--- src/pkg/sai_pkg.sv ---
// Constants, state type and decode functions for the slider acceleration block
package sai_pkg;

	// ***************************************************
	// Timing
	// ***************************************************
	localparam int          CLK_HZ          = 40_000_000;
	localparam int          MS_PER_SEC      = 1000;
	localparam int          MS_CLOCKS       = CLK_HZ / MS_PER_SEC;
	localparam int          SPEED_WINDOW_MS = 100;
	localparam logic [6:0]  SPEED_WIN_LAST  = 7'(SPEED_WINDOW_MS - 1);
	localparam int          MEAS_CYCLE_MS   = 35;
	localparam logic [9:0]  SLIDE_MS_MAX    = 10'h3ff;

	// ***************************************************
	// Configuration register
	// ***************************************************
	localparam logic [7:0]  CFG_ADDR        = 8'h3e;
	localparam logic [7:0]  CFG_RESET       = 8'hc5;
	localparam int          ENABLE_BIT      = 7;
	localparam int          LIMIT_LSB       = 4;
	localparam int          WINDOW_LSB      = 2;
	localparam int          SCALE_LSB       = 0;
	localparam logic [1:0]  SCALE_STRONG    = 2'h3;

	// ***************************************************
	// Slide windows and repeat intervals
	// ***************************************************
	localparam logic [9:0]  WIN_MS_0        = 10'd350;
	localparam logic [9:0]  WIN_MS_1        = 10'd560;
	localparam logic [9:0]  WIN_MS_2        = 10'd770;
	localparam logic [9:0]  WIN_MS_3        = 10'd980;
	localparam int          RPT_MS_35       = 35;
	localparam int          RPT_MS_70       = 70;
	localparam int          RPT_MS_105      = 105;
	localparam int          RPT_MS_140      = 140;
	localparam logic [3:0]  RPT_CYC_35      = 4'(RPT_MS_35 / MEAS_CYCLE_MS);
	localparam logic [3:0]  RPT_CYC_70      = 4'(RPT_MS_70 / MEAS_CYCLE_MS);
	localparam logic [3:0]  RPT_CYC_105     = 4'(RPT_MS_105 / MEAS_CYCLE_MS);
	localparam logic [3:0]  RPT_CYC_140     = 4'(RPT_MS_140 / MEAS_CYCLE_MS);
	localparam logic [2:0]  FAST_SENSORS    = 3'h5;
	localparam logic [2:0]  LIMIT_HIGH      = 3'h4;

	typedef enum logic [2:0] {
		ST_IDLE  = 3'h1,
		ST_SLIDE = 3'h2,
		ST_EXTRA = 3'h4
	} sai_state_t;

	// Window length in ms for the two-bit window field
	function automatic logic [9:0] sai_window_ms(input logic [1:0] sel);
		case (sel)
			2'h0:    return WIN_MS_0;
			2'h1:    return WIN_MS_1;
			2'h2:    return WIN_MS_2;
			default: return WIN_MS_3;
		endcase
	endfunction

	// Extra interrupts earned by a slide of t ms
	function automatic logic [2:0] sai_extra_count(input logic [9:0] t, input logic [1:0] sel,
		input logic [2:0] lim);
		logic [11:0] w;
		logic [11:0] t2;
		logic [11:0] t4;
		w  = {2'h0, sai_window_ms(sel)};
		t2 = {1'b0, t, 1'b0};
		t4 = {t, 2'h0};
		if (t2 < w)
			return lim;
		else if (t4 < 12'(3 * w))
			return lim >> 1;
		else if ({2'h0, t} <= w)
			return (lim >= LIMIT_HIGH) ? 3'h1 : 3'h0;
		else
			return 3'h0;
	endfunction

	// Measurement cycles between generated interrupts
	function automatic logic [3:0] sai_repeat_cycles(input logic [2:0] spd, input logic [1:0] scale,
		input logic [3:0] normal);
		logic [3:0] tab;
		tab = RPT_CYC_35;
		if (spd <= 3'h1)
			return normal;
		if (spd == 3'h4)
			tab = (scale == 2'h3) ? RPT_CYC_70 : RPT_CYC_35;
		else if (spd == 3'h3)
			tab = (scale == 2'h3) ? RPT_CYC_105 : (scale == 2'h2) ? RPT_CYC_70 : RPT_CYC_35;
		else if (spd == 3'h2)
			tab = (scale == 2'h3) ? RPT_CYC_140 : (scale == 2'h2) ? RPT_CYC_105 :
				(scale == 2'h1) ? RPT_CYC_70 : RPT_CYC_35;
		// Strongest scale keeps its fixed values even when normal is shorter
		if (scale != SCALE_STRONG && normal < tab && normal != 4'h0)
			return normal;
		return tab;
	endfunction

endpackage

--- src/design/sai_ms_timer.sv ---
// Millisecond tick generator for the slider acceleration block
module sai_ms_timer #(
	parameter int MsClocks = 40000
) (
	// Clock and reset
	input  wire logic clk,
	input  wire logic resetn,
	// Tick
	output logic      msTick
);
	import sai_pkg::*;

	logic [15:0] cnt_reg;
	logic [15:0] cnt_next;
	logic        tick_reg;
	logic        tick_next;

	always_comb
	begin
		tick_next = (cnt_reg == 16'(MsClocks - 1));
		cnt_next  = tick_next ? 16'h0000 : cnt_reg + 16'h0001;
	end

	always_ff @(posedge clk or negedge resetn)
	begin
		if (!resetn)
		begin
			cnt_reg  <= 16'h0000;
			tick_reg <= 1'b0;
		end
		else
		begin
			cnt_reg  <= cnt_next;
			tick_reg <= tick_next;
		end
	end

	assign msTick = tick_reg;

endmodule // sai_ms_timer

--- src/design/sai_slider_accel.sv ---
// Slider acceleration: extra interrupts and speed scaled repeat interval
// How it works
// RULE_01: Bit 7 enables extra acceleration interrupts.
// RULE_02: Enable clear: no extra interrupts ever.
// RULE_03: Enabled by reset; count grows with speed.
// RULE_04: Bits 6-4 cap extras per slide.
// RULE_05: Count is limit, half, or one by time. Code gives one only for a limit of 4 or more, else none.
// RULE_06: Bits 3-2 window; slower slides earn none.
// RULE_07: Window 350, 560, 770 or 980 ms.
// RULE_08: Speed is sensors touched per 100 ms.
// RULE_09: Bits 1-0 choose repeat speed-up strength.
// RULE_10: Interval counts measurement cycles between interrupts.
// RULE_11: Interval table by sensor count and scale.
// RULE_12: Strongest scale keeps fixed 140/105/70 values.
// RULE_13: Extras share the ordinary slider interrupt path.
module sai_slider_accel #(
	parameter int MsClocks = sai_pkg::MS_CLOCKS
) (
	// Clock and reset
	input  wire logic       clk,
	input  wire logic       resetn,
	// Register port
	input  wire logic [7:0] regAddr,
	input  wire logic       regWrEn,
	input  wire logic [7:0] regWrData,
	input  wire logic       regRdEn,
	output logic [7:0]      regRdData,
	// Slider engine
	input  wire logic       measTick,
	input  wire logic       slideActive,
	input  wire logic       sensorStep,
	input  wire logic       slideIrqIn,
	input  wire logic [3:0] sliderRepeatInterval,
	// Results
	output logic            sliderIrq,
	output logic            extraIrq,
	output logic [2:0]      extraPending,
	output logic [3:0]      repeatInterval
);
	import sai_pkg::*;

	// ***************************************************
	// Timebase and speed measurement
	// ***************************************************
	logic       msTick;
	logic [2:0] speedCount;

	sai_ms_timer #(
		.MsClocks (MsClocks)
	) u_timer (
		.clk      (clk),
		.resetn   (resetn),
		.msTick   (msTick)
	);

	sai_speed_meter u_speed (
		.clk        (clk),
		.resetn     (resetn),
		.msTick     (msTick),
		.sensorStep (sensorStep),
		.speedCount (speedCount)
	);

	// ***************************************************
	// Configuration register
	// ***************************************************
	logic [7:0] cfg_reg;
	logic [7:0] cfg_next;
	logic [7:0] rd_reg;
	logic [7:0] rd_next;
	logic       accelEnable;
	logic [2:0] extraLimit;
	logic [1:0] windowSel;
	logic [1:0] repeatScale;

	always_comb
	begin
		cfg_next = cfg_reg;
		rd_next  = rd_reg;
		if (regWrEn && regAddr == CFG_ADDR)
			cfg_next = regWrData;
		if (regRdEn)
			rd_next = (regAddr == CFG_ADDR) ? cfg_reg : 8'h00;
	end

	always_ff @(posedge clk or negedge resetn)
	begin
		if (!resetn)
		begin
			cfg_reg <= CFG_RESET; // [RULE_03]
			rd_reg  <= 8'h00;
		end
		else
		begin
			cfg_reg <= cfg_next;
			rd_reg  <= rd_next;
		end
	end

	assign accelEnable = cfg_reg[ENABLE_BIT]; // [RULE_01]
	assign extraLimit  = cfg_reg[LIMIT_LSB +: 3]; // [RULE_04]
	assign windowSel   = cfg_reg[WINDOW_LSB +: 2]; // [RULE_06] [RULE_07]
	assign repeatScale = cfg_reg[SCALE_LSB +: 2]; // [RULE_09]
	assign regRdData   = rd_reg;

	// ***************************************************
	// Slide sequencing
	// ***************************************************
	sai_state_t state_reg;
	sai_state_t state_next;
	logic [9:0] slideMs_reg;
	logic [9:0] slideMs_next;
	logic [3:0] repCnt_reg;
	logic [3:0] repCnt_next;
	logic [2:0] extraLeft_reg;
	logic [2:0] extraLeft_next;
	logic       extraIrq_reg;
	logic       extraIrq_next;
	logic       sliderIrq_reg;
	logic       sliderIrq_next;
	logic [3:0] interval_reg;
	logic [3:0] interval_next;
	logic [3:0] intervalNow;
	logic [2:0] earned;

	always_comb
	begin
		intervalNow    = sai_repeat_cycles(speedCount, repeatScale, sliderRepeatInterval); // [RULE_11] [RULE_12]
		earned         = accelEnable ? sai_extra_count(slideMs_reg, windowSel, extraLimit) : 3'h0; // [RULE_05]
		state_next     = state_reg;
		slideMs_next   = slideMs_reg;
		repCnt_next    = repCnt_reg;
		extraLeft_next = extraLeft_reg;
		extraIrq_next  = 1'b0;
		interval_next  = intervalNow;
		case (state_reg)
			ST_IDLE:
			begin
				if (slideActive)
				begin
					state_next   = ST_SLIDE;
					slideMs_next = 10'h000;
					repCnt_next  = intervalNow;
				end
			end
			ST_SLIDE:
			begin
				if (msTick && slideMs_reg != SLIDE_MS_MAX)
					slideMs_next = slideMs_reg + 10'h001;
				if (!slideActive)
				begin
					extraLeft_next = earned; // [RULE_03] [RULE_04] [RULE_06]
					repCnt_next    = intervalNow;
					state_next     = (earned == 3'h0) ? ST_IDLE : ST_EXTRA;
				end
				else if (measTick)
				begin
					if (repCnt_reg <= 4'h1) // [RULE_10]
					begin
						extraIrq_next = accelEnable; // [RULE_02]
						repCnt_next   = intervalNow;
					end
					else
						repCnt_next = repCnt_reg - 4'h1;
				end
			end
			ST_EXTRA:
			begin
				if (!accelEnable) // [RULE_02]
				begin
					extraLeft_next = 3'h0;
					state_next     = ST_IDLE;
				end
				else if (slideActive)
				begin
					// A new slide drops leftovers of the previous one
					extraLeft_next = 3'h0;
					slideMs_next   = 10'h000;
					repCnt_next    = intervalNow;
					state_next     = ST_SLIDE;
				end
				else if (measTick)
				begin
					if (repCnt_reg <= 4'h1) // [RULE_10]
					begin
						extraIrq_next  = 1'b1;
						extraLeft_next = extraLeft_reg - 3'h1;
						repCnt_next    = intervalNow;
						if (extraLeft_reg == 3'h1)
							state_next = ST_IDLE;
					end
					else
						repCnt_next = repCnt_reg - 4'h1;
				end
			end
			default:
			begin
				state_next     = ST_IDLE;
				extraLeft_next = 3'h0;
			end
		endcase
		// One pulse per cycle on the shared interrupt path; an extra and an ordinary interrupt in one cycle merge into one pulse
		sliderIrq_next = extraIrq_next | slideIrqIn; // [RULE_13]
	end

	always_ff @(posedge clk or negedge resetn)
	begin
		if (!resetn)
		begin
			state_reg     <= ST_IDLE;
			slideMs_reg   <= 10'h000;
			repCnt_reg    <= 4'h0;
			extraLeft_reg <= 3'h0;
			extraIrq_reg  <= 1'b0;
			sliderIrq_reg <= 1'b0;
			interval_reg  <= 4'h0;
		end
		else
		begin
			state_reg     <= state_next;
			slideMs_reg   <= slideMs_next;
			repCnt_reg    <= repCnt_next;
			extraLeft_reg <= extraLeft_next;
			extraIrq_reg  <= extraIrq_next;
			sliderIrq_reg <= sliderIrq_next;
			interval_reg  <= interval_next;
		end
	end

	assign sliderIrq      = sliderIrq_reg;
	assign extraIrq       = extraIrq_reg;
	assign extraPending   = extraLeft_reg;
	assign repeatInterval = interval_reg;

	// ***************************************************
	// Checks
	// ***************************************************
	a_cfg_write: assert property (@(posedge clk) disable iff (!resetn) // [RULE_01]
		regWrEn && regAddr == CFG_ADDR |=> cfg_reg == $past(regWrData)) else $error("config write lost");

	a_disabled_quiet: assert property (@(posedge clk) disable iff (!resetn) // [RULE_02]
		!accelEnable |=> !extraIrq_reg) else $error("extra interrupt while disabled");

	a_limit_cap: assert property (@(posedge clk) disable iff (!resetn) // [RULE_04]
		state_reg == ST_SLIDE && !slideActive |=> extraLeft_reg <= $past(extraLimit))
		else $error("extras exceed limit");

	a_fast_full: assert property (@(posedge clk) disable iff (!resetn) // [RULE_05]
		state_reg == ST_SLIDE && !slideActive && accelEnable
		&& {1'b0, slideMs_reg, 1'b0} < {1'b0, sai_window_ms(windowSel)}
		|=> extraLeft_reg == $past(extraLimit)) else $error("fast slide not given full limit");

	a_slow_none: assert property (@(posedge clk) disable iff (!resetn) // [RULE_06]
		state_reg == ST_SLIDE && !slideActive && slideMs_reg > sai_window_ms(windowSel)
		|=> extraLeft_reg == 3'h0 && state_reg == ST_IDLE) else $error("slow slide earned extras");

	a_tick_paced: assert property (@(posedge clk) disable iff (!resetn) // [RULE_10]
		extraIrq_reg |-> $past(measTick)) else $error("interrupt not on measurement cycle");

	a_fast_interval: assert property (@(posedge clk) disable iff (!resetn) // [RULE_11]
		speedCount >= FAST_SENSORS |=> repeatInterval == RPT_CYC_35) else $error("fast interval wrong");

	a_strong_fixed: assert property (@(posedge clk) disable iff (!resetn) // [RULE_12]
		speedCount == 3'h2 && repeatScale == SCALE_STRONG |=> repeatInterval == RPT_CYC_140)
		else $error("strong scale not fixed");

	a_shared_path: assert property (@(posedge clk) disable iff (!resetn) // [RULE_13]
		extraIrq_reg |-> sliderIrq_reg) else $error("extra interrupt missing on slider path");

	a_input_path: assert property (@(posedge clk) disable iff (!resetn) // [RULE_13]
		slideIrqIn |=> sliderIrq_reg) else $error("ordinary interrupt lost");

	a_read_back: assert property (@(posedge clk) disable iff (!resetn) // [RULE_01]
		regRdEn && regAddr == CFG_ADDR |=> regRdData == $past(cfg_reg)) else $error("config read back wrong");

	a_end_disabled: assert property (@(posedge clk) disable iff (!resetn) // [RULE_02]
		state_reg == ST_SLIDE && !slideActive && !accelEnable |=> state_reg == ST_IDLE && extraLeft_reg == 3'h0)
		else $error("disabled slide left extras");

	a_pending_drop: assert property (@(posedge clk) disable iff (!resetn) // [RULE_02]
		state_reg == ST_EXTRA && !accelEnable |=> state_reg == ST_IDLE && extraLeft_reg == 3'h0)
		else $error("pending extras kept while disabled");

	a_new_slide: assert property (@(posedge clk) disable iff (!resetn) // [RULE_04]
		state_reg == ST_EXTRA && accelEnable && slideActive |=> state_reg == ST_SLIDE && extraLeft_reg == 3'h0)
		else $error("new slide kept old extras");

	// Band edges follow the count: half and three quarters strict, full window inclusive
	a_half_limit: assert property (@(posedge clk) disable iff (!resetn) // [RULE_05]
		state_reg == ST_SLIDE && !slideActive && accelEnable
		&& {1'b0, slideMs_reg, 1'b0} >= {2'h0, sai_window_ms(windowSel)}
		&& {slideMs_reg, 2'h0} < 12'(3 * sai_window_ms(windowSel))
		|=> extraLeft_reg == ($past(extraLimit) >> 1)) else $error("middle band count wrong");

	a_tail_one: assert property (@(posedge clk) disable iff (!resetn) // [RULE_05]
		state_reg == ST_SLIDE && !slideActive && accelEnable
		&& {slideMs_reg, 2'h0} >= 12'(3 * sai_window_ms(windowSel))
		&& slideMs_reg <= sai_window_ms(windowSel)
		|=> extraLeft_reg == (($past(extraLimit) >= LIMIT_HIGH) ? 3'h1 : 3'h0))
		else $error("tail band count wrong");

	// A due extra must leave on the next edge, else the interval drifts
	a_extra_issue: assert property (@(posedge clk) disable iff (!resetn) // [RULE_10]
		state_reg == ST_EXTRA && accelEnable && !slideActive && measTick && repCnt_reg <= 4'h1
		|=> extraIrq_reg && extraLeft_reg == $past(extraLeft_reg) - 3'h1) else $error("due extra not issued");

endmodule // sai_slider_accel

--- src/design/sai_speed_meter.sv ---
// Counts sensor steps in each fixed speed window
module sai_speed_meter (
	// Clock and reset
	input  wire logic       clk,
	input  wire logic       resetn,
	// Timing and steps
	input  wire logic       msTick,
	input  wire logic       sensorStep,
	// Result
	output logic [2:0]      speedCount
);
	import sai_pkg::*;

	logic [6:0] winMs_reg;
	logic [6:0] winMs_next;
	logic [2:0] steps_reg;
	logic [2:0] steps_next;
	logic [2:0] speed_reg;
	logic [2:0] speed_next;
	logic [2:0] stepsInc;

	always_comb
	begin
		stepsInc   = (sensorStep && steps_reg != 3'h7) ? steps_reg + 3'h1 : steps_reg;
		winMs_next = winMs_reg;
		steps_next = stepsInc;
		speed_next = speed_reg;
		if (msTick)
		begin
			if (winMs_reg == SPEED_WIN_LAST) // [RULE_08]
			begin
				winMs_next = 7'h00;
				speed_next = stepsInc;
				steps_next = 3'h0;
			end
			else
				winMs_next = winMs_reg + 7'h01;
		end
	end

	always_ff @(posedge clk or negedge resetn)
	begin
		if (!resetn)
		begin
			winMs_reg <= 7'h00;
			steps_reg <= 3'h0;
			speed_reg <= 3'h0;
		end
		else
		begin
			winMs_reg <= winMs_next;
			steps_reg <= steps_next;
			speed_reg <= speed_next;
		end
	end

	assign speedCount = speed_reg;

	a_window_bound: assert property (@(posedge clk) disable iff (!resetn) // [RULE_08]
		winMs_reg <= SPEED_WIN_LAST) else $error("speed window overran");

endmodule // sai_speed_meter

--- config.mk ---
export PLATFORM = sky130hd
export DESIGN_NAME = sai_slider_accel
export DESIGN_NICKNAME = d
export VERILOG_FILES = /design/src/pkg/sai_pkg.sv /design/src/design/sai_ms_timer.sv /design/src/design/sai_slider_accel.sv /design/src/design/sai_speed_meter.sv
export SDC_FILE = /design/constraint.sdc
export NUM_CORES = 1
export LEC_CHECK = 0
export ABC_AREA = 0
export BUFFER_PORTS_ARGS = -buffer_cell sky130_fd_sc_hd__buf_2
export CORE_ASPECT_RATIO = 1.2
export CORE_MARGIN = 1
export CORE_UTILIZATION = 60
export DETAILED_ROUTE_END_ITERATION = 6
export GPL_TIMING_DRIVEN = 1
export MAX_ROUTING_LAYER = met4
export PLACE_DENSITY = 0.81
export SETUP_SLACK_MARGIN = 0.4
export SLEW_MARGIN = 20
export SYNTH_ARGS = -nofsm -noshare
export SYNTH_HDL_FRONTEND = slang
export SYNTH_SLANG_ARGS = --single-unit
--- constraint.sdc ---
create_clock -name clk -period 3.57 [get_ports clk]
set_input_delay 0.714 -clock clk [delete_from_list [all_inputs] [get_ports clk]]
set_output_delay 0.714 -clock clk [all_outputs]
set_load 0.01 [all_outputs]
Word-level counts from Yosys, hierarchy flattened --
Index checks and enable logic that the tools add are counted. Widths: inputs -> output; s select.
Operators by class: $add $sub $neg 6, multiply operators 1, order comparisons 7, equal/unequal tests 25, mux-type cells 63, bitwise gates (word level) 2, reduce and logical (&&, ||, !) cells 14
Operators with widths (count):
- $mux 3 | 22
- $pmux 10 s3 | 2
- $mux 4 | 11
- $mux 10 | 3
- $pmux 3 s3 | 2
- $add 16x1->16 const B | 1
- $eq 16x16->1 const B | 1
- $mux 16 | 1
- $lt 12x12->1 | 1
- $mul 2x10->12 const A | 1
- $mux 1 | 12
- $mux 2 | 6
- $ne 4x4->1 const B | 3
- $pmux 4 s3 | 1
- $lt 11x10->1 | 1
- $add 10x1->10 const B | 1
- $le 10x10->1 | 1
- $ne 10x10->1 const B | 1
- $ne 2x2->1 const B | 5
- $eq 3x2->1 const B | 3
- $eq 8x6->1 const B | 1
- $mux 8 | 1
- $add 7x1->7 const B | 1
- $eq 7x7->1 const B | 1
- 25 further kinds | 35
Storage, ports and cells: register bits 72, input port bits 28, output and inout bits 17, word-level logic and storage cells 132

Logic depth before layout (Yosys ltp) --
Gate-level depths: netlist of run 1.
word-level depth 20, gate-level depth with buffers 12

Modules after synthesis --
A second synthesis of run 1 with hierarchy kept.
Second synthesis, totals: cells, all modules 494, area total of the unflattened synthesis 4739.5 sq um
Modules (own cells, without submodules):
- sai_slider_accel | times used 1, cells each 369, area each 3369.5 sq um, seq. area each 1057.3 sq um
- sai_ms_timer | times used 1, cells each 70, area each 768.2 sq um, seq. area each 425.4 sq um
- sai_speed_meter | times used 1, cells each 55, area each 601.8 sq um, seq. area each 325.3 sq um

Worst setup path after synthesis of run 1 --
No wires, ideal clock.
path type register to register, start point reg cfg_reg[0], end point reg repCnt_reg[0], arrival time 2796 ps, required time 3444 ps, setup slack 648 ps, stages on the path, launching flop included 12, path buffers 0, path through dfstp_2 -> inv_1 -> ha_1 -> o21ai_0 -> o21ai_0 -> a21oi_1 -> ha_1 -> or2_2 -> a21boi_1 -> a311o_1 -> mux2_4 -> a221o_1
Between the ends: longest elaborated chain between the ends 20, elaborated cells between the ends (all ways) 29, classes of those cells order compare (1); eq/ne (4); mux (22); reduce/logical (2)
Ends and longest elaborated chain:
- start: declaration | line sai_slider_accel.sv:67 | logic [7:0] cfg_reg;
- start signal: assignment | line sai_slider_accel.sv:95 | cfg_reg <= cfg_next;
- $eq 2x1->1 | line sai_pkg.sv:92 | (scale == 2'h1) ? RPT_CYC_70 : RPT_CYC_35;
- $mux 2 | line sai_pkg.sv:92
- $mux 2 | line sai_pkg.sv:91 | tab = (scale == 2'h3) ? RPT_CYC_140 : (scale == 2'h2) ? RPT_CYC_105 :
- $mux 3 | line sai_pkg.sv:91
- $mux 3 | line sai_pkg.sv:90 | else if (spd == 3'h2)
- $mux 3 | line sai_pkg.sv:88 | else if (spd == 3'h3)
- $mux 3 | line sai_pkg.sv:86 | if (spd == 3'h4)
- $mux 4 | line sai_pkg.sv:86
- (+5 left out)
- $mux 4 (*) | line sai_pkg.sv:96 | return tab;
- $mux 4 (*) | line sai_pkg.sv:86
- net intervalNow[0] | line sai_slider_accel.sv:123 | logic [3:0] intervalNow;
- $mux 4 | line sai_slider_accel.sv:158, sai_slider_accel.sv:184
- $mux 4 | line sai_slider_accel.sv:182 | else if (measTick)
- $mux 4 | line sai_slider_accel.sv:174 | else if (slideActive)
- $mux 4 | line sai_slider_accel.sv:169 | if (!accelEnable)
- $pmux 4 s3 (*) | line sai_slider_accel.sv:136 | case (state_reg)
- end signal: assignment | line sai_slider_accel.sv:222 | repCnt_reg <= repCnt_next;
- end: declaration | line sai_slider_accel.sv:113 | logic [3:0] repCnt_reg;
Mark *: on every way through the listed nets, which the timed path passes. The rest lies on a longest branch. The select of a mux whose other input is x is not followed. A chain may end at the register's enable or synchronous reset.

Final worst setup path of run 1 --
start point reg cfg_reg[2], end point reg state_reg[0]
Between the ends: longest elaborated chain between the ends 11, elaborated cells between the ends (all ways) 16, classes of those cells mul (1); order compare (3); eq/ne (2); mux (8); reduce/logical (2)
Ends and longest elaborated chain:
- $eq 2x2->1 (tied with other cells) | line sai_pkg.sv:52 | case (sel)
- $pmux 10 s3 (*) | line sai_pkg.sv:52
- $mul 2x10->12 / $le 10x10->1 (equally long branches) | line sai_pkg.sv:71, sai_pkg.sv:73
- $lt 12x12->1 / $mux 1 (equally long branches) | line sai_pkg.sv:71, sai_pkg.sv:73
- $mux 2 | line sai_pkg.sv:71 | else if (t4 < 12'(3 * w))
- $mux 3 (*) | line sai_pkg.sv:69 | if (t2 < w)
- $mux 3 (*) | line sai_slider_accel.sv:129 | earned = accelEnable ? sai_extra_count(slideMs_reg, windowSel, extraLimit) : 3'h0;
- $logic_not 3->1 (*) | line sai_slider_accel.sv:154 | state_next = (earned == 3'h0) ? ST_IDLE : ST_EXTRA;
- $mux 3 (*) | line sai_slider_accel.sv:154
- $mux 3 (*) | line sai_slider_accel.sv:150 | if (!slideActive)
- $pmux 3 s3 (*) | line sai_slider_accel.sv:136
- end signal: assignment | line sai_slider_accel.sv:220 | state_reg <= state_next;
- end: declaration | line sai_slider_accel.sv:109 | sai_state_t state_reg;
Every way passes the cells marked *; elsewhere a longest branch is shown, timed or not. The select of a mux whose other input is x is not followed.

==> metrics.md, run 1 <==
| Metric | Value |
|---|---|
| Worst-path fanout max | `6` |
| Final setup fails | `0` |
| Antenna cells | `0` |
| Synth top cells by count | `67 x dfrtp_1, 48 x ha_1, 43 x nor2_1` |
| Starting Density | `0.6244` |
| Combinational share of power | `0.246` |
| Pwr dens | `431.3 mW/mm²` |
| Area of the mapped netlist | `0.004542 mm²` |
| WL final | `10,290 µm` |
| Top-area cell type share of the netlist area | `0.3691` |
| Top post-synthesis cells by area | `dfrtp_1 37%, ha_1 13%, o21ai_0 4.3%, nor2_1 3.6%, a21oi_1 3.1%` |
| Setup crit start kind | `flip-flop` |
| Syn Area/Cell | `9.365 µm²` |
| Initial antenna violation count | `0` |
| DR vias | `3,893` |
| Root Buffer | `clkbuf_8` |
| Drt wl/cell | `16.23 µm` |
| Antenna viol nets, final | `0` |
| Vert. Die Dim | `97.31 µm` |
| CTS tree | `yes` |
| Max reg flops | `16` |
| Slew HR | `0.3241` |
| Crit path required time | `3.82 ns` |
| Synth Area in Adders | `0.1366` |
| Tot GR Track Use | `0.2797` |
| Global-route wire length before repair | `16,710 µm` |
| Synthesis-to-layout area growth | `13.53%` |
| Synth area leader | `dfrtp_1` |
| Status | `finished, final reports clean` |
| Max Slew Vio Count | `0` |
| Die area | `0.007923 mm²` |
| Remaining Overflow, GRT | `0` |
| I/O pins | `45` |
| Main synth FF type | `dfrtp_1` |
| Critical path type | `flip-flop to flip-flop` |
| Yosys reg bits | `72` |
| Post-synthesis sequential area ratio | `0.3981` |
| Hold Path Class | `primary input to asynchronous set/reset pin` |
| Reg clk slew, reported paths | `0.08 ns` |
| Gp weighted congestion | `0.8990` |
| H-tree depth | `3` |
| Min cycle time layout | `3.016 ns` |
| Clock latency on the worst-skew pair | `0.34 ns` |
| Cell count of the worst reg-to-reg path | `12` |
| CP Capture Type | `flip-flop` |
| Static Leak | `0.002414 µW` |
| Clk_skew | `0.01502 ns` |
| Switching share of power | `0.3233` |
| CTS sink count | `72` |
| Hold buffers post-CTS | `0` |
| Core Box Area | `0.007274 mm²` |
| Layout fillers | `552` |
| CP Data Arrival Time | `3.27 ns` |
| Maximum clock frequency | `331.5 MHz` |
| Syn Inst Count | `485` |
| Die Span X | `81.43 µm` |
| Most numerous cell in the Yosys netlist | `dfrtp_1` |
| Port buffer count | `44` |
| Layout cell share with drive strength beyond 1 | `0.1783` |
| CTS Buf Count | `9` |
| Row count | `34` |
| Synth cell types | `63` |
| Post-Syn Nets | `562` |
| Initial DRC Count | `205` |
| Detailed-placement wirelength estimate | `7281 µm` |
| FFs w/ async S/R, synth | `1.000` |
| XOR/XNOR Fraction of Synth Area | `0.03857` |
| Period utilisation layout | `0.8449` |
| Setup TNS | `0 ns` |
| Via/cell ratio | `6.140` |
| Mux cell area share after synthesis | `0.03664` |
| Layout net count | `616` |
| Final Hold Viols | `0` |
| DRC violations left | `0` |
| Sequential Power Share | `0.431` |
| Max VDD drop | `0.2888 mV` |
| Worst slew pin tran | `1.006 ns` |
| DRT Pass-1 Iters | `4` |
| Clock share of power | `0.323` |
| Vias in the first global route | `3,825` |
| RSZ-0062 raised after global routing | `no` |
| Util after Layout | `0.7088` |
| Synth Area in Compound Gates | `0.1543` |
| # Max-Cap Violations | `0` |
| Largest family of logic cells by synthesized area | `simple AND/OR/NAND/NOR gates` |
| EDFF count, synth | `0` |
| CTS max path bufs | `2` |
| Simple-Gate Fraction of Synth Area | `0.1981` |
| Switching power | `719.0 µW` |
| Largest net degree at the start of global routing | `43` |
| Pint | `1505 µW` |
| YS warnings | `0` |
[power groups by stage]
stage                     sequential (µW)  combinational, µW  clock [µW]
after CTS                             956                536         734
after detailed placement              971                529           0
after floorplan                       945                407           0
final                                 959                546         718
after global placement                968                506           0
after global routing                  969                619         773
[per-stage QoR]
stage               setup WS (ns)  std cells  instance area [µm²]  hold slack [ns]  total power (µW)
floorplan                  0.6482        485                 4542           0.4184              1352
global placement           0.5364        611                 4855           0.4693              1474
detailed placement         0.4044        611                 4855           0.4795              1500
CTS                        0.4736        628                 5090           0.4400              2227
global route               0.3759        634                 5156           0.4763              2361
finish                     0.5536        634                 5156           0.4265              2224
[layout make-up]
type	instances	area (µm²)	share of cell area
Clock inverter	6	92.59	0.01796
Multi-Input combinational cell	370	2587	0.5018
Sequential cell	72	1808	0.3506
Inverter	33	127.6	0.02475
Tap cell	90	112.6	0.02184
Clock buffer	10	127.6	0.02475
Timing Repair Buffer	53	300.3	0.05824
[logic make-up after synthesis]
group,Yosys count
compound gates,113
xor+xnor,20
fa+ha+maj,49
buf+inv,43
flops,72
mux,15
simple gates,173
[repair_timing]
item	in CTS	in global routing
setup buffers	1	6
gates resized for setup	1	5
pin swaps	1	4
endpoints found under the hold margin	0	0
endpoints found under the setup margin	2	6
[layer usage]
layer | part of all wire | global-route usage
met5 | 0 | -
met4 | 0.019 | 0.1168
met3 | 0.043 | 0.04601
met2 | 0.52 | 0.4577
met1 | 0.42 | 0.3356
[worst max-delay path: stages (launching register included)]
cell and delay, ns:
dfstp_2 0.61, clkinvlp_4 0.17, ha_1 0.30, nor2_1 0.15, fa_1 0.43, inv_1 0.07, ha_1 0.22, nand4bb_1 0.11
a211oi_1 0.09, o32ai_2 0.30, nor2_1 0.09, mux2i_1 0.16, a211oi_1 0.24
[cell usage in the layout (no fill, tap or decap), types with 3 or more instances in the layout]
cell        instances
nand3b_1            4
dfstp_2             5
or3_1               3
nor2_1             43
mux2_2              9
buf_2              44
dfrtp_1            67
a21o_1              5
nand4_1             8
nand3_1            28
ha_1               47
nand2b_1            6
a211oi_1            3
o21ai_0            39
a221o_1             3
o21a_1              3
nand2_1            33
a21oi_2             3
and2_1              3
xor2_1              7
clkinvlp_4          3
o31ai_1             3
xnor2_1            13
mux2i_1             5
clkbuf_8            9
nor4_1              4
and3_1              9
nor3_1             10
a21oi_1            27
nor2b_1             5
inv_1              31
buf_4               8
a31oi_1             6
nand4b_1            3
[final timing paths]
check	startpoint	to	slack (ns)
max	cfg_reg[2]	state_reg[0]	0.55
min	resetn	slideMs_reg[5]	0.43
max reg2reg	cfg_reg[2]	state_reg[0]	0.55
min reg2reg	u_timer.cnt_reg[0]	u_timer.cnt_reg[0]	0.48
max in group asynchronous	resetn	cfg_reg[0]	2.41
min in group clk	u_timer.cnt_reg[0]	u_timer.cnt_reg[0]	0.48
Note: power is estimated with default switching activity, not from simulation.
==> run 2, diff against run 1 <==
--- a/config.mk
+++ b/config.mk
@@ -5,15 +5,15 @@
 export SDC_FILE = /design/constraint.sdc
 export NUM_CORES = 1
 export LEC_CHECK = 0
-export ABC_AREA = 0
+export ABC_AREA = 1
 export BUFFER_PORTS_ARGS = -buffer_cell sky130_fd_sc_hd__buf_2
 export CORE_ASPECT_RATIO = 1.2
 export CORE_MARGIN = 1
-export CORE_UTILIZATION = 60
+export CORE_UTILIZATION = 54
 export DETAILED_ROUTE_END_ITERATION = 6
 export GPL_TIMING_DRIVEN = 1
 export MAX_ROUTING_LAYER = met4
-export PLACE_DENSITY = 0.81
+export PLACE_DENSITY = 0.77
 export SETUP_SLACK_MARGIN = 0.4
 export SLEW_MARGIN = 20
 export SYNTH_ARGS = -nofsm -noshare
==> constraint.sdc (replaced) <==
create_clock -name clk -period 2.7 [get_ports clk]
set_input_delay 0.54 -clock clk [delete_from_list [all_inputs] [get_ports clk]]
set_output_delay 0.54 -clock clk [all_outputs]
set_load 0.01 [all_outputs]
==> run 2 against run 1 <==
Compared with the run above: sequential power rose by 35%; worst setup slack got worse by 0.43 ns; non-clock buffer count is 10 higher.
==> metrics.md, run 2 <==
| Metric | Value |
|---|---|
| Status | `finished, final reports clean` |
| Root Buffer | `clkbuf_8` |
| CTS Buf Count | `9` |
| Most numerous cell in the Yosys netlist | `nand2_1` |
| Most frequent cells in the layout | `95 x nand2_1, 84 x inv_1, 67 x dfrtp_1` |
| Static Leak | `0.002912 µW` |
| Syn Area/Cell | `8.066 µm²` |
| Hold Path Class | `primary input to asynchronous set/reset pin` |
| Gp weighted congestion | `0.9013` |
| Slowest-stage cell, CP | `dfstp_2` |
| Non-Filler Instances | `760` |
| Reg-to-Reg Start | `cfg_reg[2]` |
| Util after Layout | `0.6891` |
| Synth cell types | `43` |
| Crit path required time | `2.98 ns` |
| YS warnings | `0` |
| Final Hold Viols | `0` |
| R2r setup slk | `0.12 ns` |
| Clk_skew | `0.01020 ns` |
| WL met3 | `324 µm` |
| Die area | `0.008904 mm²` |
| Maximum clock frequency | `387.4 MHz` |
| CP Capture Type | `flip-flop` |
| Top-area cell type share of the netlist area | `0.3640` |
| DR vias | `4,098` |
| Post-Syn Nets | `648` |
| Final setup fails | `0` |
| Max VDD drop | `0.6222 mV` |
| Worst-path fanout max | `5` |
| Tot GR Track Use | `0.2658` |
| Row count | `36` |
| Initial antenna violation count | `0` |
| Syn Inst Count | `571` |
| Met2 WL | `5820 µm` |
| Layout net count | `718` |
| Antenna cells | `0` |
| Min cycle time layout | `2.581 ns` |
| CTS sink count | `72` |
| Main synth FF type | `dfrtp_1` |
| Largest net degree at the start of global routing | `32` |
| Remaining Overflow, GRT | `0` |
| H-tree depth | `3` |
| WL final | `10,770 µm` |
| Met1 Wirelength | `4217 µm` |
| Max Slew Vio Count | `0` |
| Detailed-placement wirelength estimate | `7849 µm` |
| Critical path type | `flip-flop to flip-flop` |
| Max reg flops | `16` |
| FFs w/ async S/R, synth | `1.000` |
| Synthesis-to-layout area growth | `22.66%` |
| Die Span X | `86.31 µm` |
| Starting Density | `0.5618` |
| Most common cell after layout, fill and taps aside | `nand2_1` |
| CP Data Arrival Time | `2.86 ns` |
| Antenna viol nets, final | `0` |
| DRC violations left | `0` |
| DRT Pass-1 Iters | `5` |
| # Max-Cap Violations | `0` |
| Hold buffers post-CTS | `0` |
| Area of the mapped netlist | `0.004606 mm²` |
| Core Box Area | `0.008198 mm²` |
| Cell count of the worst reg-to-reg path | `16` |
| Synth top cells by count | `105 x nand2_1, 90 x inv_1, 67 x dfrtp_1` |
| Worst slew pin tran | `0.6744 ns` |
| Vias in the first global route | `4,174` |
| CTS tree | `yes` |
| Yosys reg bits | `72` |
| CTS max path bufs | `2` |
| Worst R2R End | `extraPending[0]` |
| Total Power | `3399 µW` |
| Initial DRC Count | `187` |
| Setup crit start kind | `flip-flop` |
| EDFF count, synth | `0` |
| Layout cell share with drive strength beyond 1 | `0.2368` |
| Top post-synthesis cells by area | `dfrtp_1 36%, ha_1 13%, nand2_1 8.6%, inv_1 7.3%, a21oi_1 4.2%` |
| Placed insts | `729` |
| Vert. Die Dim | `103.2 µm` |
| Pwr dens | `601.7 mW/mm²` |
| Drt wl/cell | `14.17 µm` |
| Reg clk slew, reported paths | `0.08 ns` |
| Period utilisation layout | `0.9560` |
| Port buffer count | `44` |
| Via/cell ratio | `5.392` |
| Global-route wire length before repair | `17,710 µm` |
| Crit-path max cell delay | `0.56 ns` |
| Uppermost layer routed | `met4` |
| Slew HR | `0.5504` |
| Post-synthesis sequential area ratio | `0.3926` |
| Synth area leader | `dfrtp_1` |
| Clock latency on the worst-skew pair | `0.36 ns` |
| RSZ-0062 raised after global routing | `yes` |
| I/O pins | `45` |
| Worst-path cell chain | `clkinv_4, ha_4, nor2_4, fa_2, inv_2, ha_4, nand3_2, nand2_2, nand2_2, o211ai_1, nor2_1, nor2_1, nand2_1, buf_4, nand3_2, a22oi_2` |
## run 2: kinds of logic (layout without fill, tap and decap cells)
| logic type | Yosys count | after routing | synth area share |
|---|---|---|---|
| AOI/OAI and AO/OA | 99 | 99 | 0.1244 |
| xor gates and xnor gates | 14 | 14 | 0.02662 |
| adders and majority gates | 49 | 49 | 0.1347 |
| buffers and inverters | 99 | 174 | 0.08313 |
| DFF | 72 | 72 | 0.3926 |
| muxes | 4 | 4 | 0.008965 |
| and+or+nand+nor | 234 | 234 | 0.2296 |
## run 2: per-layer routing
| metal | GRT usage | up-vias |
|---|---|---|
| met2 | 0.4817 | 88 |
| met3 | 0.04323 | 35 |
| met1 | 0.2717 | 1952 |
| met4 | 0.1538 | 0 |
| met5 | - | - |
| li1 | - | 2023 |
## run 2: area by class of cell
cell class	count	area [µm²]
well taps	114	142.6
inverters	95	364.1
clock inverters	6	107.6
flip-flops and latches	72	1808
clock buffers	10	127.6
fillers	666	2549
multi-input cells	400	2716
repair buffers	63	382.9
## run 2: stage by stage
step | setup WS [ns] | hold slack [ns] | setup TNS [ns] | cell area [µm²]
floorplan | 0.3052 | 0.2444 | 0 | 4641
global placement | 0.2177 | 0.4535 | 0 | 5020
detailed placement | 0.09915 | 0.4644 | 0 | 5020
CTS | 0.1816 | 0.2159 | 0 | 5390
global route | -0.05796 | 0.2604 | -0.07796 | 5649
finish | 0.1187 | 0.2183 | 0 | 5649
## run 2: repair_timing
action                                  4_1_cts  5_1_grt
pin swaps                                    13       23
endpoints found under the setup margin        8       10
gates resized for setup                      17       45
buffers inserted                              9        6
hold endpoints to repair                      0        0
## run 2: how the worst max path moves through the flow
stage               slack (ns)        from  cells past startpoint               to
floorplan                 0.31  cfg_reg[3]                     16     state_reg[2]
global placement          0.22  cfg_reg[2]                     17     state_reg[2]
detailed placement         0.1  cfg_reg[2]                     15     state_reg[2]
CTS                       0.18  cfg_reg[2]                     15     state_reg[2]
global route             -0.06  cfg_reg[2]                     16     state_reg[2]
finish                    0.12  cfg_reg[2]                     16  extraPending[0]
## run 2: power by group
| group | internal (µW) | switching [µW] |
|---|---|---|
| logic | 389 | 698 |
| clock network | 611 | 408 |
| registers | 1200 | 91.9 |
| total | 2200 | 1200 |
## run 2: worst max-delay path, delay by kind of cell, from the launching register on
| family | cells | cell delay (ns) |
|---|---|---|
| buffers and inverters | 3 | 0.28 |
| AO/OA/AOI/OAI | 2 | 0.24 |
| AND/OR/NAND/NOR | 8 | 0.60 |
| adder cells (fa/ha/maj) | 3 | 0.82 |
| flip-flops | 1 | 0.56 |
==> run 3, diff against run 2 <==
--- a/config.mk
+++ b/config.mk
@@ -9,11 +9,12 @@
 export BUFFER_PORTS_ARGS = -buffer_cell sky130_fd_sc_hd__buf_2
 export CORE_ASPECT_RATIO = 1.2
 export CORE_MARGIN = 1
-export CORE_UTILIZATION = 54
+export CORE_UTILIZATION = 60
+export CTS_BUF_LIST = sky130_fd_sc_hd__clkbuf_16
 export DETAILED_ROUTE_END_ITERATION = 6
 export GPL_TIMING_DRIVEN = 1
 export MAX_ROUTING_LAYER = met4
-export PLACE_DENSITY = 0.77
+export PLACE_DENSITY = 0.85
 export SETUP_SLACK_MARGIN = 0.4
 export SLEW_MARGIN = 20
 export SYNTH_ARGS = -nofsm -noshare
==> constraint.sdc (replaced) <==
create_clock -name clk -period 2.71 [get_ports clk]
set_input_delay 0.542 -clock clk [delete_from_list [all_inputs] [get_ports clk]]
set_output_delay 0.542 -clock clk [all_outputs]
set_load 0.01 [all_outputs]
==> run 3 against run 2 <==
Compared with the run above: the flow now finishes with violations (negative setup slack); worst setup slack worse by 0.15 ns; critical path depth down 3; utilization up 9.8 points; total power up 14%; clock-buffer cell count down 1; clock skew down 0.0054 ns; final cell count down 2.8%; design area up 2.6%; largest cell class unchanged; highest routed layer unchanged.
==> metrics.md, run 3 (synthesis results as in run 2) <==
| Metric | Value |
|---|---|
| Status | `finished, violations left` |
| Failing checks | `negative setup slack` |
| Detailed-placement wirelength estimate | `7998 µm` |
| H-tree depth | `3` |
| Antenna cells | `0` |
| Critical path type | `flip-flop to flip-flop` |
| Hold buffers post-CTS | `0` |
| Core Box Area | `0.007360 mm²` |
| Antenna viol nets, final | `0` |
| DR vias | `4,354` |
| Max Slew Vio Count | `0` |
| Util after Layout | `0.7875` |
| Die area | `0.008032 mm²` |
| DRT Pass-1 Iters | `6` |
| Slew HR | `0.6089` |
| DRC violations left | `0` |
| Setup crit start kind | `flip-flop` |
| Final Hold Viols | `0` |
| Root Buffer | `clkbuf_16` |
| Worst R2R End | `state_reg[2]` |
| Layout net count | `721` |
| Largest net degree at the start of global routing | `28` |
| Layout cell share with drive strength beyond 1 | `0.2419` |
| Tot GR Track Use | `0.3188` |
| CTS max path bufs | `2` |
| Crit path required time | `2.93 ns` |
| R2r setup slk | `-0.03 ns` |
| Static Leak | `0.002971 µW` |
| Period utilisation layout | `1.012` |
| Gp weighted congestion | `0.8945` |
| Worst-path fanout max | `5` |
| I/O pins | `45` |
| Hold Path Class | `primary input to asynchronous set/reset pin` |
| Via/cell ratio | `5.892` |
| CTS tree | `yes` |
| Max reg flops | `16` |
| RSZ-0062 raised after global routing | `yes` |
| Worst-path cell chain | `clkinv_4, fa_2, ha_4, nand4_1, buf_4, o211ai_1, nor2_1, nor2_1, nand2_1, nand2_1, nand2_1, nand2_1, o21ai_1` |
| Drt wl/cell | `17.03 µm` |
| Crit-path max cell delay | `0.56 ns` |
| Initial antenna violation count | `0` |
| Most common cell after layout, fill and taps aside | `nand2_1` |
| Clk_skew | `0.004821 ns` |
| Worst setup margin | `-0.03294 ns` |
| CTS sink count | `72` |
| Reg clk slew, reported paths | `0.06 ns` |
| Slowest-stage cell, CP | `dfstp_2` |
| Most frequent cells in the layout | `95 x nand2_1, 84 x inv_1, 66 x dfrtp_1` |
| Global-route wire length before repair | `18,820 µm` |
| Starting Density | `0.6258` |
| Final setup fails | `2` |
| Port buffer count | `44` |
| CP Data Arrival Time | `2.97 ns` |
| Synthesis-to-layout area growth | `25.84%` |
| Reg-to-Reg Start | `cfg_reg[2]` |
| Die Span X | `81.98 µm` |
| Row count | `34` |
| Max VDD drop | `0.4964 mV` |
| Worst slew pin tran | `0.5851 ns` |
| Remaining Overflow, GRT | `0` |
| Cell count of the worst reg-to-reg path | `13` |
| Min cycle time layout | `2.743 ns` |
| Maximum clock frequency | `364.6 MHz` |
| Vert. Die Dim | `97.98 µm` |
| Pwr dens | `667.5 mW/mm²` |
| CP Capture Type | `flip-flop` |
| CP most frequent cell | `nand2_1` |
| Vias in the first global route | `4,321` |
| Pre-CTS WS | `0.02992 ns` |
| Clock latency on the worst-skew pair | `0.34 ns` |
| Initial DRC Count | `363` |
| # Max-Cap Violations | `0` |
| CTS Buf Count | `9` |
| WL final | `12,580 µm` |
[run 3: cell types whose count changed in the layout (fill, tap and decap cells not counted), sizes merged]
cell	before	now
buf	63	66
clkbuf	10	9
inv	93	94
clkinvlp	1	0
bufinv	3	4
[run 3: what timing repair did]
item / 4_1_cts / 5_1_grt
pin swaps: 15 / 24
resized for setup: 21 / 44
hold endpoints to repair: 0 / 0
buffers inserted: 13 / 7
cloned: 0 / 0
endpoints found under the setup margin: 10 / 10
[run 3: cell type report]
cell class	count	area (µm²)
tap	90	112.6
sequential	72	1809
clock buffer	9	225.2
fill	445	1564
clock inverter	7	142.6
multi-input combinational	400	2745
timing repair buffer	66	396.6
inverter	95	364.1
[run 3: per-stage QoR]
stage	hold WS [ns]	power [µW]	instance area (µm²)	TNS (ns)	std cells
after floorplan	0.2464	2028	4641	0	571
after global placement	0.4475	2227	4962	0	703
after detailed placement	0.4703	2279	4962	0	703
after CTS	0.1848	3779	5508	0	732
after global routing	0.2003	4053	5796	-0.1783	739
final	0.1764	3869	5796	-0.06006	739
[run 3: power by group]
part | internal (µW) | switching, µW | leakage [µW]
logic | 375 | 722 | 0.00188
registers | 1200 | 92.8 | 0.000913
clock network | 996 | 485 | 0.000180
[run 3: routing by layer]
metal | wire length [µm] | track usage
met1 | 4471 | 0.3315
met2 | 6743 | 0.5391
met3 | 588 | 0.06636
met4 | 779 | 0.1876
met5 | 0 | -
[run 3: how the worst max path moves through the flow]
stage / end / slack (ns) / start
after detailed placement: state_reg[2] / 0.03 / cfg_reg[3]
after global placement: state_reg[2] / 0.19 / cfg_reg[3]
after global routing: state_reg[2] / -0.09 / cfg_reg[2]
after floorplan: state_reg[2] / 0.32 / cfg_reg[3]
after CTS: state_reg[2] / 0.17 / cfg_reg[3]
final: state_reg[2] / -0.03 / cfg_reg[2]
[run 3: critical path, delay by kind of cell (launching register included)]
family	cells	cell delay, ns
DFF	1	0.56
adders and majority gates	2	0.72
and+or+nand+nor	7	0.69
buffers and inverters	2	0.28
AOI/OAI and AO/OA	2	0.38
